$ cat config.mk
export PLATFORM = sky130hd
export DESIGN_NAME = pewc_host
export DESIGN_NICKNAME = d
export VERILOG_FILES = /design/src/hdl/pewc_pkg.sv /design/src/hdl/pewc_host.sv /design/src/hdl/pewc_strobe.sv
export SDC_FILE = /design/constraint.sdc
export NUM_CORES = 1
export LEC_CHECK = 0
export ABC_AREA = 1
export BUFFER_PORTS_ARGS = -buffer_cell sky130_fd_sc_hd__buf_4
export CORE_AREA = 2 2 146 148
export CTS_CLUSTER_SIZE = 28
export DETAILED_ROUTE_END_ITERATION = 6
export DIE_AREA = 0 0 148 150
export GPL_TIMING_DRIVEN = 1
export HOLD_SLACK_MARGIN = 0.1
export PLACE_DENSITY = 0.71
export SLEW_MARGIN = 20
export SYNTH_ARGS = -nofsm -noshare
export SYNTH_HDL_FRONTEND = slang
export SYNTH_HIERARCHICAL = 1
export SYNTH_SLANG_ARGS = --single-unit
$ cat constraint.sdc
create_clock -name clk -period 4.85 [get_ports clk]
set_input_delay 0.97 -clock clk [delete_from_list [all_inputs] [get_ports clk]]
set_output_delay 0.97 -clock clk [all_outputs]
set_load 0.01 [all_outputs]
$ cat src/hdl/pewc_pkg.sv
// package: constants and carriers for the parallel eeprom host controller
package pewc_pkg;
  localparam int ADDR_W = 13;
  localparam int DATA_W = 8;
  localparam int PAGE_BYTES = 64;
  localparam int PAGE_LSB = 6;
  localparam int POLL_BIT = 7;
  localparam int TOGGLE_BIT = 6;
  localparam int CLK_PERIOD_PS = 5000;
  // strobe low width, setup and hold are counted in clock cycles
  localparam int STROBE_NS = 100;
  localparam int STROBE_CYC = (STROBE_NS * 1000 + CLK_PERIOD_PS - 1) / CLK_PERIOD_PS;
  localparam int READ_NS = 150;
  localparam int READ_CYC = (READ_NS * 1000 + CLK_PERIOD_PS - 1) / CLK_PERIOD_PS;
  localparam int FLOAT_NS = 50;
  localparam int FLOAT_CYC = (FLOAT_NS * 1000 + CLK_PERIOD_PS - 1) / CLK_PERIOD_PS;
  localparam int BLC_US = 150;
  // longest time: round down, keep margin for gaps between bytes
  localparam int BLC_CYC = (BLC_US * 1000000) / CLK_PERIOD_PS / 2;
  localparam int WC_MS = 10;
  // counted in ns so the product stays inside 32 bits
  localparam int WC_CYC = (WC_MS * 1000000) / (CLK_PERIOD_PS / 1000);
  localparam int CNT_W = 24;
  localparam int SEQ_LEN = 3;
  localparam logic [12:0] ID_BASE = 13'h1fc0;

  typedef enum logic [1:0] {
    PEWC_OP_READ = 2'h0,
    PEWC_OP_WRITE = 2'h1,
    PEWC_OP_LOCK = 2'h2,
    PEWC_OP_UNLOCK = 2'h3
  } pewc_op_t;

  typedef struct packed {
    pewc_op_t op;
    logic last;
    logic id_area;
    logic [12:0] addr;
    logic [7:0] data;
  } pewc_req_t;

  typedef struct packed {
    logic ce_n;
    logic oe_n;
    logic we_n;
    logic hv_a9;
    logic [12:0] address_lines;
    logic [7:0] data_out;
    logic data_oe;
  } pewc_pins_t;
endpackage : pewc_pkg

$ cat src/hdl/pewc_host.sv
// host controller for a byte-wide parallel eeprom with page write
`timescale 1ns/10ps
`default_nettype none
// Summary of operation
// [RULE1] memory holds 8192 bytes on thirteen address lines.
// [RULE2] read: chip select and oe low, write strobe high, device drives data.
// [RULE3] data pins float whenever chip select or oe is high.
// [RULE4] write starts with write strobe and chip select low, oe high.
// [RULE5] address latched on the later falling edge.
// [RULE6] data latched on the first rising edge.
// [RULE7] programming ends within 10 ms; reads meanwhile are polls.
// [RULE8] page write loads one to 64 bytes per programming period.
// [RULE9] host loads each next byte within 150 us.
// [RULE10] window expiry starts programming of loaded bytes.
// [RULE11] upper address bits six to twelve fixed during a page.
// [RULE12] low six bits pick the byte; any order, overwrite allowed.
// [RULE13] poll: bit seven inverted until done.
// [RULE14] bit six toggles on each read until done.
// [RULE15] no write with oe low, chip select high or strobe high.
// [RULE16] strobe pulses under 15 ns are ignored.
// [RULE17] lock enabled by three command writes then one write cycle.
// [RULE18] locked writes need the three-write prefix.
// [RULE19] lock persists; only the disable sequence clears it.
// [RULE20] command writes follow page timing and are not stored.
// [RULE21] locked unprefixed write runs the timer, changes nothing.
// [RULE22] high voltage on address nine maps 1fc0-1fff to id area.
// [RULE23] command addresses and data are parameters.
module pewc_host #(
  parameter logic [12:0] CMD_A0 = 13'h1555,
  parameter logic [12:0] CMD_A1 = 13'h0aaa,
  parameter logic [7:0] CMD_D0 = 8'haa,
  parameter logic [7:0] CMD_D1 = 8'h55,
  parameter logic [7:0] CMD_LOCK = 8'ha0,
  parameter logic [7:0] CMD_UNLOCK = 8'h80,
  parameter logic [7:0] CMD_UNLOCK2 = 8'h20,
  parameter int BLC_CYCLES = pewc_pkg::BLC_CYC,
  parameter int WC_CYCLES = pewc_pkg::WC_CYC
) (
  // clock and reset
  input wire logic clk,
  input wire logic rst,
  input wire logic clk_en,
  // user request
  input wire logic req_valid,
  output logic req_ready,
  input wire pewc_pkg::pewc_req_t req,
  input wire logic lock_active,
  // user answer
  output logic rsp_valid,
  output logic [7:0] rsp_data,
  output logic busy,
  // memory pins
  output logic ce_n,
  output logic oe_n,
  output logic we_n,
  output logic hv_a9,
  output logic [12:0] address_lines,
  output logic [7:0] data_pins_o,
  output logic data_pins_oe,
  input wire logic [7:0] data_pins_i
);
  typedef enum logic [2:0] {
    PEWC_IDLE = 3'h0,
    PEWC_PREFIX = 3'h1,
    PEWC_LOAD = 3'h2,
    PEWC_GAP = 3'h3,
    PEWC_POLL = 3'h4,
    PEWC_READ = 3'h5
  } pewc_state_t;

  pewc_state_t state_r;
  pewc_pkg::pewc_pins_t pins;
  logic [7:0] s1_r, s2_r;
  logic [7:0] rdata;
  logic st_start, st_wr, st_done;
  logic [12:0] st_addr;
  logic [7:0] st_data;
  logic [2:0] pre_idx_r, pre_len_r;
  logic [6:0] page_cnt_r;
  logic [6:0] page_hi_r;
  logic [7:0] last_data_r;
  logic [12:0] last_addr_r;
  logic [7:0] prev_rd_r;
  logic poll_first_r;
  logic [31:0] gap_r;
  logic [31:0] wc_r;
  logic accept, hv_r, last_r;
  pewc_pkg::pewc_op_t op_r;
  logic [7:0] cmd_d;
  logic [12:0] cmd_a;

  // data pins come from the far side: two flops before use
  always_ff @(posedge clk) begin
    if (rst) begin
      s1_r <= '0;
      s2_r <= '0;
    end else if (clk_en) begin
      s1_r <= data_pins_i;
      s2_r <= s1_r;
    end
  end

  // command step decode, shared by lock, unlock and prefix [RULE23] [RULE20]
  function automatic logic [20:0] cmd_step(input logic [2:0] idx, input pewc_pkg::pewc_op_t op);
    case (idx)
      3'h0: cmd_step = {CMD_A0, CMD_D0};
      3'h1: cmd_step = {CMD_A1, CMD_D1};
      3'h2: cmd_step = {CMD_A0, (op == pewc_pkg::PEWC_OP_UNLOCK) ? CMD_UNLOCK : CMD_LOCK};
      3'h3: cmd_step = {CMD_A0, CMD_D0};
      3'h4: cmd_step = {CMD_A1, CMD_D1};
      default: cmd_step = {CMD_A0, CMD_UNLOCK2};
    endcase
  endfunction : cmd_step

  assign {cmd_a, cmd_d} = cmd_step(pre_idx_r, op_r);

  pewc_strobe u_strobe (
    .clk(clk),
    .rst(rst),
    .ce(clk_en),
    .start(st_start),
    .is_write(st_wr),
    .addr(st_addr),
    .wdata(st_data),
    .hv_a9(hv_r),
    .done(st_done),
    .rdata_r(rdata),
    .pins_r(pins),
    .data_pins_sync(s2_r)
  );

  assign ce_n = pins.ce_n;
  assign oe_n = pins.oe_n;
  assign we_n = pins.we_n;
  assign hv_a9 = pins.hv_a9;
  assign address_lines = pins.address_lines;
  assign data_pins_o = pins.data_out;
  assign data_pins_oe = pins.data_oe;

  // a page byte is taken only while the window is open and the page matches
  assign accept = req_valid && (state_r == PEWC_GAP) && req.op == pewc_pkg::PEWC_OP_WRITE &&
                  req.addr[12:6] == page_hi_r && page_cnt_r < 7'(pewc_pkg::PAGE_BYTES); // [RULE11] [RULE8]
  assign req_ready = (state_r == PEWC_IDLE) || accept;
  assign busy = state_r != PEWC_IDLE;

  always_comb begin
    st_start = 1'b0;
    st_wr = 1'b1;
    st_addr = cmd_a;
    st_data = cmd_d;
    case (state_r)
      PEWC_PREFIX: st_start = 1'b1; // [RULE17] [RULE18]
      PEWC_LOAD: begin
        st_start = 1'b1;
        st_addr = last_addr_r;
        st_data = last_data_r;
      end
      PEWC_POLL, PEWC_READ: begin
        // no poll read may still run when the wait expires [RULE7]
        st_start = state_r == PEWC_READ ||
                   wc_r + 32'(pewc_pkg::READ_CYC + pewc_pkg::FLOAT_CYC + 4) <= 32'(WC_CYCLES);
        st_wr = 1'b0;
        st_addr = last_addr_r;
        st_data = last_data_r;
      end
      default: st_start = 1'b0;
    endcase
  end

  always_ff @(posedge clk) begin
    if (rst) begin
      state_r <= PEWC_IDLE;
      pre_idx_r <= '0;
      pre_len_r <= '0;
      page_cnt_r <= '0;
      page_hi_r <= '0;
      last_addr_r <= '0;
      last_data_r <= '0;
      op_r <= pewc_pkg::PEWC_OP_READ;
      hv_r <= 1'b0;
      last_r <= 1'b0;
      gap_r <= '0;
      wc_r <= '0;
      poll_first_r <= 1'b0;
      prev_rd_r <= '0;
    end else if (clk_en) begin
      case (state_r)
        PEWC_IDLE: if (req_valid) begin
          op_r <= req.op;
          last_addr_r <= req.addr;
          last_data_r <= req.data;
          hv_r <= req.id_area; // [RULE22]
          last_r <= req.last;
          page_hi_r <= req.addr[12:6];
          pre_idx_r <= '0;
          page_cnt_r <= '0;
          case (req.op)
            pewc_pkg::PEWC_OP_READ: state_r <= PEWC_READ;
            pewc_pkg::PEWC_OP_WRITE: if (lock_active) begin
              pre_len_r <= 3'(pewc_pkg::SEQ_LEN); // [RULE18] [RULE21]
              state_r <= PEWC_PREFIX;
            end else begin
              state_r <= PEWC_LOAD;
            end
            pewc_pkg::PEWC_OP_LOCK: begin
              pre_len_r <= 3'(pewc_pkg::SEQ_LEN);
              state_r <= PEWC_PREFIX;
            end
            default: begin
              pre_len_r <= 3'h6; // [RULE19]
              state_r <= PEWC_PREFIX;
            end
          endcase
        end
        PEWC_PREFIX: if (st_done) begin
          if (pre_idx_r + 3'h1 == pre_len_r) begin
            state_r <= (op_r == pewc_pkg::PEWC_OP_WRITE) ? PEWC_LOAD : PEWC_POLL;
            wc_r <= '0;
            poll_first_r <= 1'b1;
            gap_r <= '0;
          end
          pre_idx_r <= pre_idx_r + 3'h1;
        end
        PEWC_LOAD: if (st_done) begin
          page_cnt_r <= page_cnt_r + 7'h1;
          gap_r <= '0;
          // last flag taken with its byte; req may already hold the next one
          state_r <= last_r ? PEWC_POLL : PEWC_GAP;
          poll_first_r <= 1'b1;
          wc_r <= '0;
        end
        PEWC_GAP: begin
          gap_r <= gap_r + 32'h1;
          if (accept) begin
            last_addr_r <= req.addr; // [RULE12]
            last_r <= req.last;
            last_data_r <= req.data;
            state_r <= PEWC_LOAD;
          end else if (gap_r >= 32'(BLC_CYCLES)) begin
            state_r <= PEWC_POLL; // [RULE9] [RULE10]
          end
        end
        PEWC_POLL: begin
          wc_r <= wc_r + 32'h1;
          if (st_done) begin
            poll_first_r <= 1'b0;
            prev_rd_r <= rdata;
            // done when bit six stops toggling and, for an unlocked write, bit seven matches the written data [RULE13] [RULE14]
            if (!poll_first_r && rdata[pewc_pkg::TOGGLE_BIT] == prev_rd_r[pewc_pkg::TOGGLE_BIT]
                && (op_r != pewc_pkg::PEWC_OP_WRITE || lock_active ||
                    rdata[pewc_pkg::POLL_BIT] == last_data_r[pewc_pkg::POLL_BIT]))
              state_r <= PEWC_IDLE;
          end
          if (wc_r >= 32'(WC_CYCLES)) state_r <= PEWC_IDLE; // [RULE7] [RULE17]
        end
        PEWC_READ: if (st_done) state_r <= PEWC_IDLE; // [RULE1] [RULE2]
        default: state_r <= PEWC_IDLE;
      endcase
    end
  end

  always_ff @(posedge clk) begin
    if (rst) begin
      rsp_valid <= 1'b0;
      rsp_data <= '0;
    end else if (clk_en) begin
      rsp_valid <= state_r == PEWC_READ && st_done;
      if (state_r == PEWC_READ && st_done) rsp_data <= rdata;
    end
  end

  AST_PAGE_LIMIT: assert property (@(posedge clk) disable iff (rst)
    page_cnt_r <= 7'd64) else $error("page holds more than 64 bytes"); // [RULE8]
  AST_SAME_PAGE: assert property (@(posedge clk) disable iff (rst)
    $fell(we_n) && state_r == PEWC_LOAD |-> address_lines[12:6] == page_hi_r)
    else $error("page bits changed during load"); // [RULE11]
  AST_GAP_BOUND: assert property (@(posedge clk) disable iff (rst)
    state_r == PEWC_GAP && clk_en && gap_r >= 32'(BLC_CYCLES) && !accept |=> state_r == PEWC_POLL)
    else $error("load window not closed"); // [RULE10]
  AST_WC_BOUND: assert property (@(posedge clk) disable iff (rst)
    state_r == PEWC_POLL && clk_en && wc_r >= 32'(WC_CYCLES) |=> state_r == PEWC_IDLE)
    else $error("write cycle wait overran"); // [RULE7]
  AST_READ_ANSWER: assert property (@(posedge clk) disable iff (rst)
    state_r == PEWC_READ && st_done |=> rsp_valid && rsp_data == $past(rdata))
    else $error("read answer lost"); // [RULE2]
  AST_LOCKED_PREFIX: assert property (@(posedge clk) disable iff (rst)
    state_r == PEWC_IDLE && req_valid && clk_en && lock_active &&
    req.op == pewc_pkg::PEWC_OP_WRITE |=> state_r == PEWC_PREFIX)
    else $error("locked write without prefix"); // [RULE18]
endmodule : pewc_host
`default_nettype wire

$ cat src/hdl/pewc_strobe.sv
// one bus cycle on the memory pins: write strobe or read sample
`timescale 1ns/10ps
`default_nettype none
module pewc_strobe (
  // clock
  input wire logic clk,
  input wire logic rst,
  input wire logic ce,
  // cycle request
  input wire logic start,
  input wire logic is_write,
  input wire logic [12:0] addr,
  input wire logic [7:0] wdata,
  input wire logic hv_a9,
  output logic done,
  output logic [7:0] rdata_r,
  // pins
  output pewc_pkg::pewc_pins_t pins_r,
  input wire logic [7:0] data_pins_sync
);
  localparam int CW = 8;
  logic [CW-1:0] cnt_r;
  logic busy_r;
  logic wr_r;

  // sequence: setup 1 cycle, strobe low, release, float/hold
  always_ff @(posedge clk) begin
    if (rst) begin
      busy_r <= 1'b0;
      wr_r <= 1'b0;
      cnt_r <= '0;
    end else if (ce) begin
      if (!busy_r && start) begin
        busy_r <= 1'b1;
        wr_r <= is_write;
        cnt_r <= is_write ? CW'(pewc_pkg::STROBE_CYC + 2) :
                            CW'(pewc_pkg::READ_CYC + pewc_pkg::FLOAT_CYC + 4);
      end else if (busy_r) begin
        cnt_r <= cnt_r - 1'b1;
        if (cnt_r == 1) busy_r <= 1'b0;
      end
    end
  end

  assign done = busy_r && cnt_r == 1 && ce;

  // oe stays high across the whole write, so no cycle is ever refused
  always_ff @(posedge clk) begin
    if (rst) begin
      pins_r <= '{ce_n: 1'b1, oe_n: 1'b1, we_n: 1'b1, hv_a9: 1'b0,
                  address_lines: '0, data_out: '0, data_oe: 1'b0};
    end else if (ce) begin
      if (!busy_r && start) begin
        pins_r.address_lines <= addr;
        pins_r.hv_a9 <= hv_a9;
        pins_r.data_out <= wdata;
        pins_r.data_oe <= is_write;
        pins_r.oe_n <= 1'b1;
        pins_r.we_n <= 1'b1;
        pins_r.ce_n <= 1'b1;
      end else if (busy_r && wr_r) begin
        // strobe width far above the 15 ns filter [RULE4] [RULE16] [RULE15]
        pins_r.ce_n <= !(cnt_r > 1);
        pins_r.we_n <= !(cnt_r > 2 && cnt_r <= CW'(pewc_pkg::STROBE_CYC + 2));
        pins_r.data_oe <= cnt_r > 1;
      end else if (busy_r) begin
        pins_r.ce_n <= !(cnt_r > CW'(pewc_pkg::FLOAT_CYC + 2));
        pins_r.oe_n <= !(cnt_r > CW'(pewc_pkg::FLOAT_CYC + 2));
        if (cnt_r == 1) pins_r.hv_a9 <= 1'b0;
      end else begin
        pins_r.data_oe <= 1'b0;
      end
    end
  end

  always_ff @(posedge clk) begin
    if (rst) rdata_r <= '0;
    else if (ce && busy_r && !wr_r && cnt_r == CW'(pewc_pkg::FLOAT_CYC + 3))
      rdata_r <= data_pins_sync; // [RULE2]
  end

  AST_NO_CONTENTION: assert property (@(posedge clk) disable iff (rst)
    pins_r.data_oe |-> pins_r.oe_n) else $error("host drives data while oe low"); // [RULE3]
  AST_WE_NOT_WITH_OE: assert property (@(posedge clk) disable iff (rst)
    !pins_r.we_n |-> pins_r.oe_n && !pins_r.ce_n) else $error("write strobe with oe low"); // [RULE15]
endmodule : pewc_strobe
`default_nettype wire

==> results.py <==
metrics = {
    "layout": {
        "area_delta_synth_final_pct": 12.2,
        "drive_above_1_share": 0.101,
        "fillCellCount": 2094,
        "multi_input_area_sq_um": 5650,
        "nNetsFinal": 1683,
        "final_area_sq_um": 11400,
        "final_cells": 1916,
        "mostFrequentLayoutCells": "nand2_1, nor2_1, dfxtp_1",
        "layout_commonest_cell": "nand2_1",
        "n_antenna_cell": 0,
        "fin_util": 0.552,
        "seqCellArea_sq_um": 3660,
    },
    "clock_network": {
        "cts_max_path_buffers": 2,
        "hold_buffers": 0,
        "path_clk_slew_ns": 0.08,
        "cts_resized": 0,
        "post-cts-setup-buffers": 0,
        "clock-sinks": 183,
        "h-tree-depth": 4,
        "clk_latency_ns": 0.43,
        "root_buffer": "clkbuf_16",
        "numCtsBuffers": 17,
        "cts_tree": "yes",
    },
    "yosys": {
        "seq_area_frac_synth": 0.360,
        "yosys.area.top_type": "dfxtp_1",
        "syn_inst": 1584,
        "async_reset_ff_frac": 0,
        "synthTopCellsByArea": "dfxtp_1, nand2_1, nor2_1",
        "ys_types": 50,
        "synth_ff_type": "dfxtp_1",
        "synth_edf_count": 0,
        "yosysWarnings": 6,
        "synth_fp_nets": 1638,
        "ys_ff_latch": 183,
        "synth.top_cell.area_share": 0.360,
        "synth.avg_cell_area_sq_um": 6.42,
        "synthesis.area_sq_um": 10200,
    },
    "critical_path": {
        "rr_worst_depth": 19,
        "path_buf_inv": 2,
        "path_cells": "nand2_1 > nor2_1 > inv_1 > nor2_1 > nand2_1 > nand2_1 > nand2_1 > nor2_1 > nand3_1 > nand2_1 > nand2_1 > nand2_1 > nand2_1 > nand2_1 > nand2_2 > nor2_4 > inv_2 > o21ai_0 > a21oi_1",
        "reg2reg_setup_slack_ns": 1.32,
        "cp_slowest_cell": "nor2_4",
        "path_class": "register to register",
        "cp-startpoint": "wc_r[7]",
        "endpoint": "u_strobe/wr_r",
        "cp-end-kind": "register",
        "cp.arrival_ns": 3.83,
        "worstPathMaxFanout": 25,
        "timing.rr.end": "u_strobe/wr_r",
        "required_ns": 5.15,
        "r2r_start": "wc_r[7]",
        "startpoint_type": "register",
        "critPathTopFamily": "simple AND/OR/NAND/NOR gates",
        "cpMostUsedCell": "nand2_1",
        "slowest_delay_ns": 0.47,
        "crit_cells": 19,
    },
    "timing": {
        "fin_worst_skew_ns": 0.0185,
        "finalCriticalPeriod_ns": 3.53,
        "fin_ws_ns": 1.32,
        "finalCritPeriodShare": 0.728,
        "hold_slack_ns": 0.470,
        "worst_pin_slew_ns": 0.811,
        "relSlewSlack": 0.459,
        "setup_tns_ns": 0,
        "rsz0062_at_grt": "no",
        "clock.fmax_ghz": 0.283,
        "slew_violations": 0,
        "hold_violations": 0,
        "finalSetupViolations": 0,
    },
    "routing": {
        "vias": 10100,
        "drcViolationCount": 0,
        "ant_nets": 0,
        "dr.pass1.iters": 6,
        "drt_iter0_drc": 869,
        "wl_per_cell_um": 13.9,
        "viasPerCell": 5.28,
        "wl_um": 26600,
    },
    "place": {
        "gp_congestion": 1.02,
        "pre_cts_ws_ns": 1.42,
        "dp.final_hpwl_um": 19400,
        "dpl.cell_count": 1885,
        "place_area_sq_um": 10900,
        "port_buffers": 74,
    },
    "power": {
        "p_per_area_nw_per_um2": 470,
        "ir_drop_v": 0.000305,
        "finalPower_mw": 5.36,
        "p_leak_nw": 4.73,
    },
    "global_route": {
        "grt_pass1_vias": 9022,
        "overflow": 0,
        "grt_max_degree": 66,
        "antenna_found_initial": 0,
        "grt_util_all_layers": 0.240,
        "grt_pass1_wl_um": 43800,
    },
    "die": {
        "die_area_sq_um": 22200,
        "io-pin-count": 75,
        "rows": 53,
        "core_sq_um": 20700,
        "start_util": 0.492,
        "fp.dieW_um": 148,
        "fp.dieH_um": 150,
    },
    "flow_run": {
        "max_cap_viol_count": 0,
    },
    "hold_path": {
        "hold_path_class": "register to register",
    },
    "run_status": {
        "outcome": "complete, no violations",
    },
}
per-layer routing:
metal	global-route usage	wire length, um	vias to the layer above
met1	0.324	12600	4573
li1	-	-	5188
met3	0.0360	1310	49
met2	0.392	12100	304
met4	0.0819	617	0
met5	0.00682	0	-
state kept, by name (all words and copies together) (netlist names), 2 cells and up:
signal	cells
page_cnt_r	7
u_strobe/rdata_r	8
u_strobe/pins_r	26
pre_len_r	3
gap_r	32
s2_r	8
page_hi_r	7
s1_r	8
u_strobe/cnt_r	8
rsp_data	8
last_data_r	8
last_addr_r	13
op_r	2
wc_r	32
state_r	3
pre_idx_r	3
power by group:
part,internal [mW],total (mW),switching [mW]
Combinational,0.661,2.08,1.42
Sequential,1.75,1.94,0.190
Clock,0.679,1.33,0.655
tightest hold or removal path: stages (launching register included):
cell and delay [ns]:
dfxtp_1 0.30, inv_1 0.07, a21oi_1 0.06
cells in the mapped netlist, drive strengths merged, types with 6 or more instances:
cell type	count
nand2	369
nor2	334
dfxtp	183
inv	154
o21ai	134
a21oi	87
nand3	72
nor3	52
nand4	38
clkbuf	31
xor2	27
buf	22
ha	16
xnor2	11
nor4	8
or2	8
nor3b	6
kinds of logic (layout without fill, tap and decap cells):
| group | Yosys count | count (layout) | synth area share |
|---|---|---|---|
| AOI/OAI and AO/OA | 245 | 245 | 0.129 |
| buffers and inverters | 212 | 269 | 0.0841 |
| DFF | 183 | 183 | 0.360 |
| and+or+nand+nor | 890 | 890 | 0.375 |
| xor gates and xnor gates | 38 | 38 | 0.0327 |
| adders and majority gates | 16 | 16 | 0.0197 |
layout make-up:
type | instances | share of cell area
clock buffer | 17 | 0.0373
sequential | 183 | 0.321
inverter | 159 | 0.0527
tap | 275 | 0.0301
multi-input combinational | 1189 | 0.495
timing repair buffer | 79 | 0.0520
clock inverter | 14 | 0.0117
how the worst min path moves through the flow:
stage / cells past startpoint / to / startpoint
after floorplan: 2 / u_strobe/pins_r[22] / hv_r
after global placement: 2 / u_strobe/pins_r[23] / u_strobe/pins_r[23]
after detailed placement: 2 / page_hi_r[3] / page_hi_r[3]
after CTS: 2 / page_hi_r[3] / page_hi_r[3]
after global routing: 2 / rsp_valid / rsp_valid
final: 2 / page_hi_r[3] / page_hi_r[3]
Power figures use the tool's default switching activity.
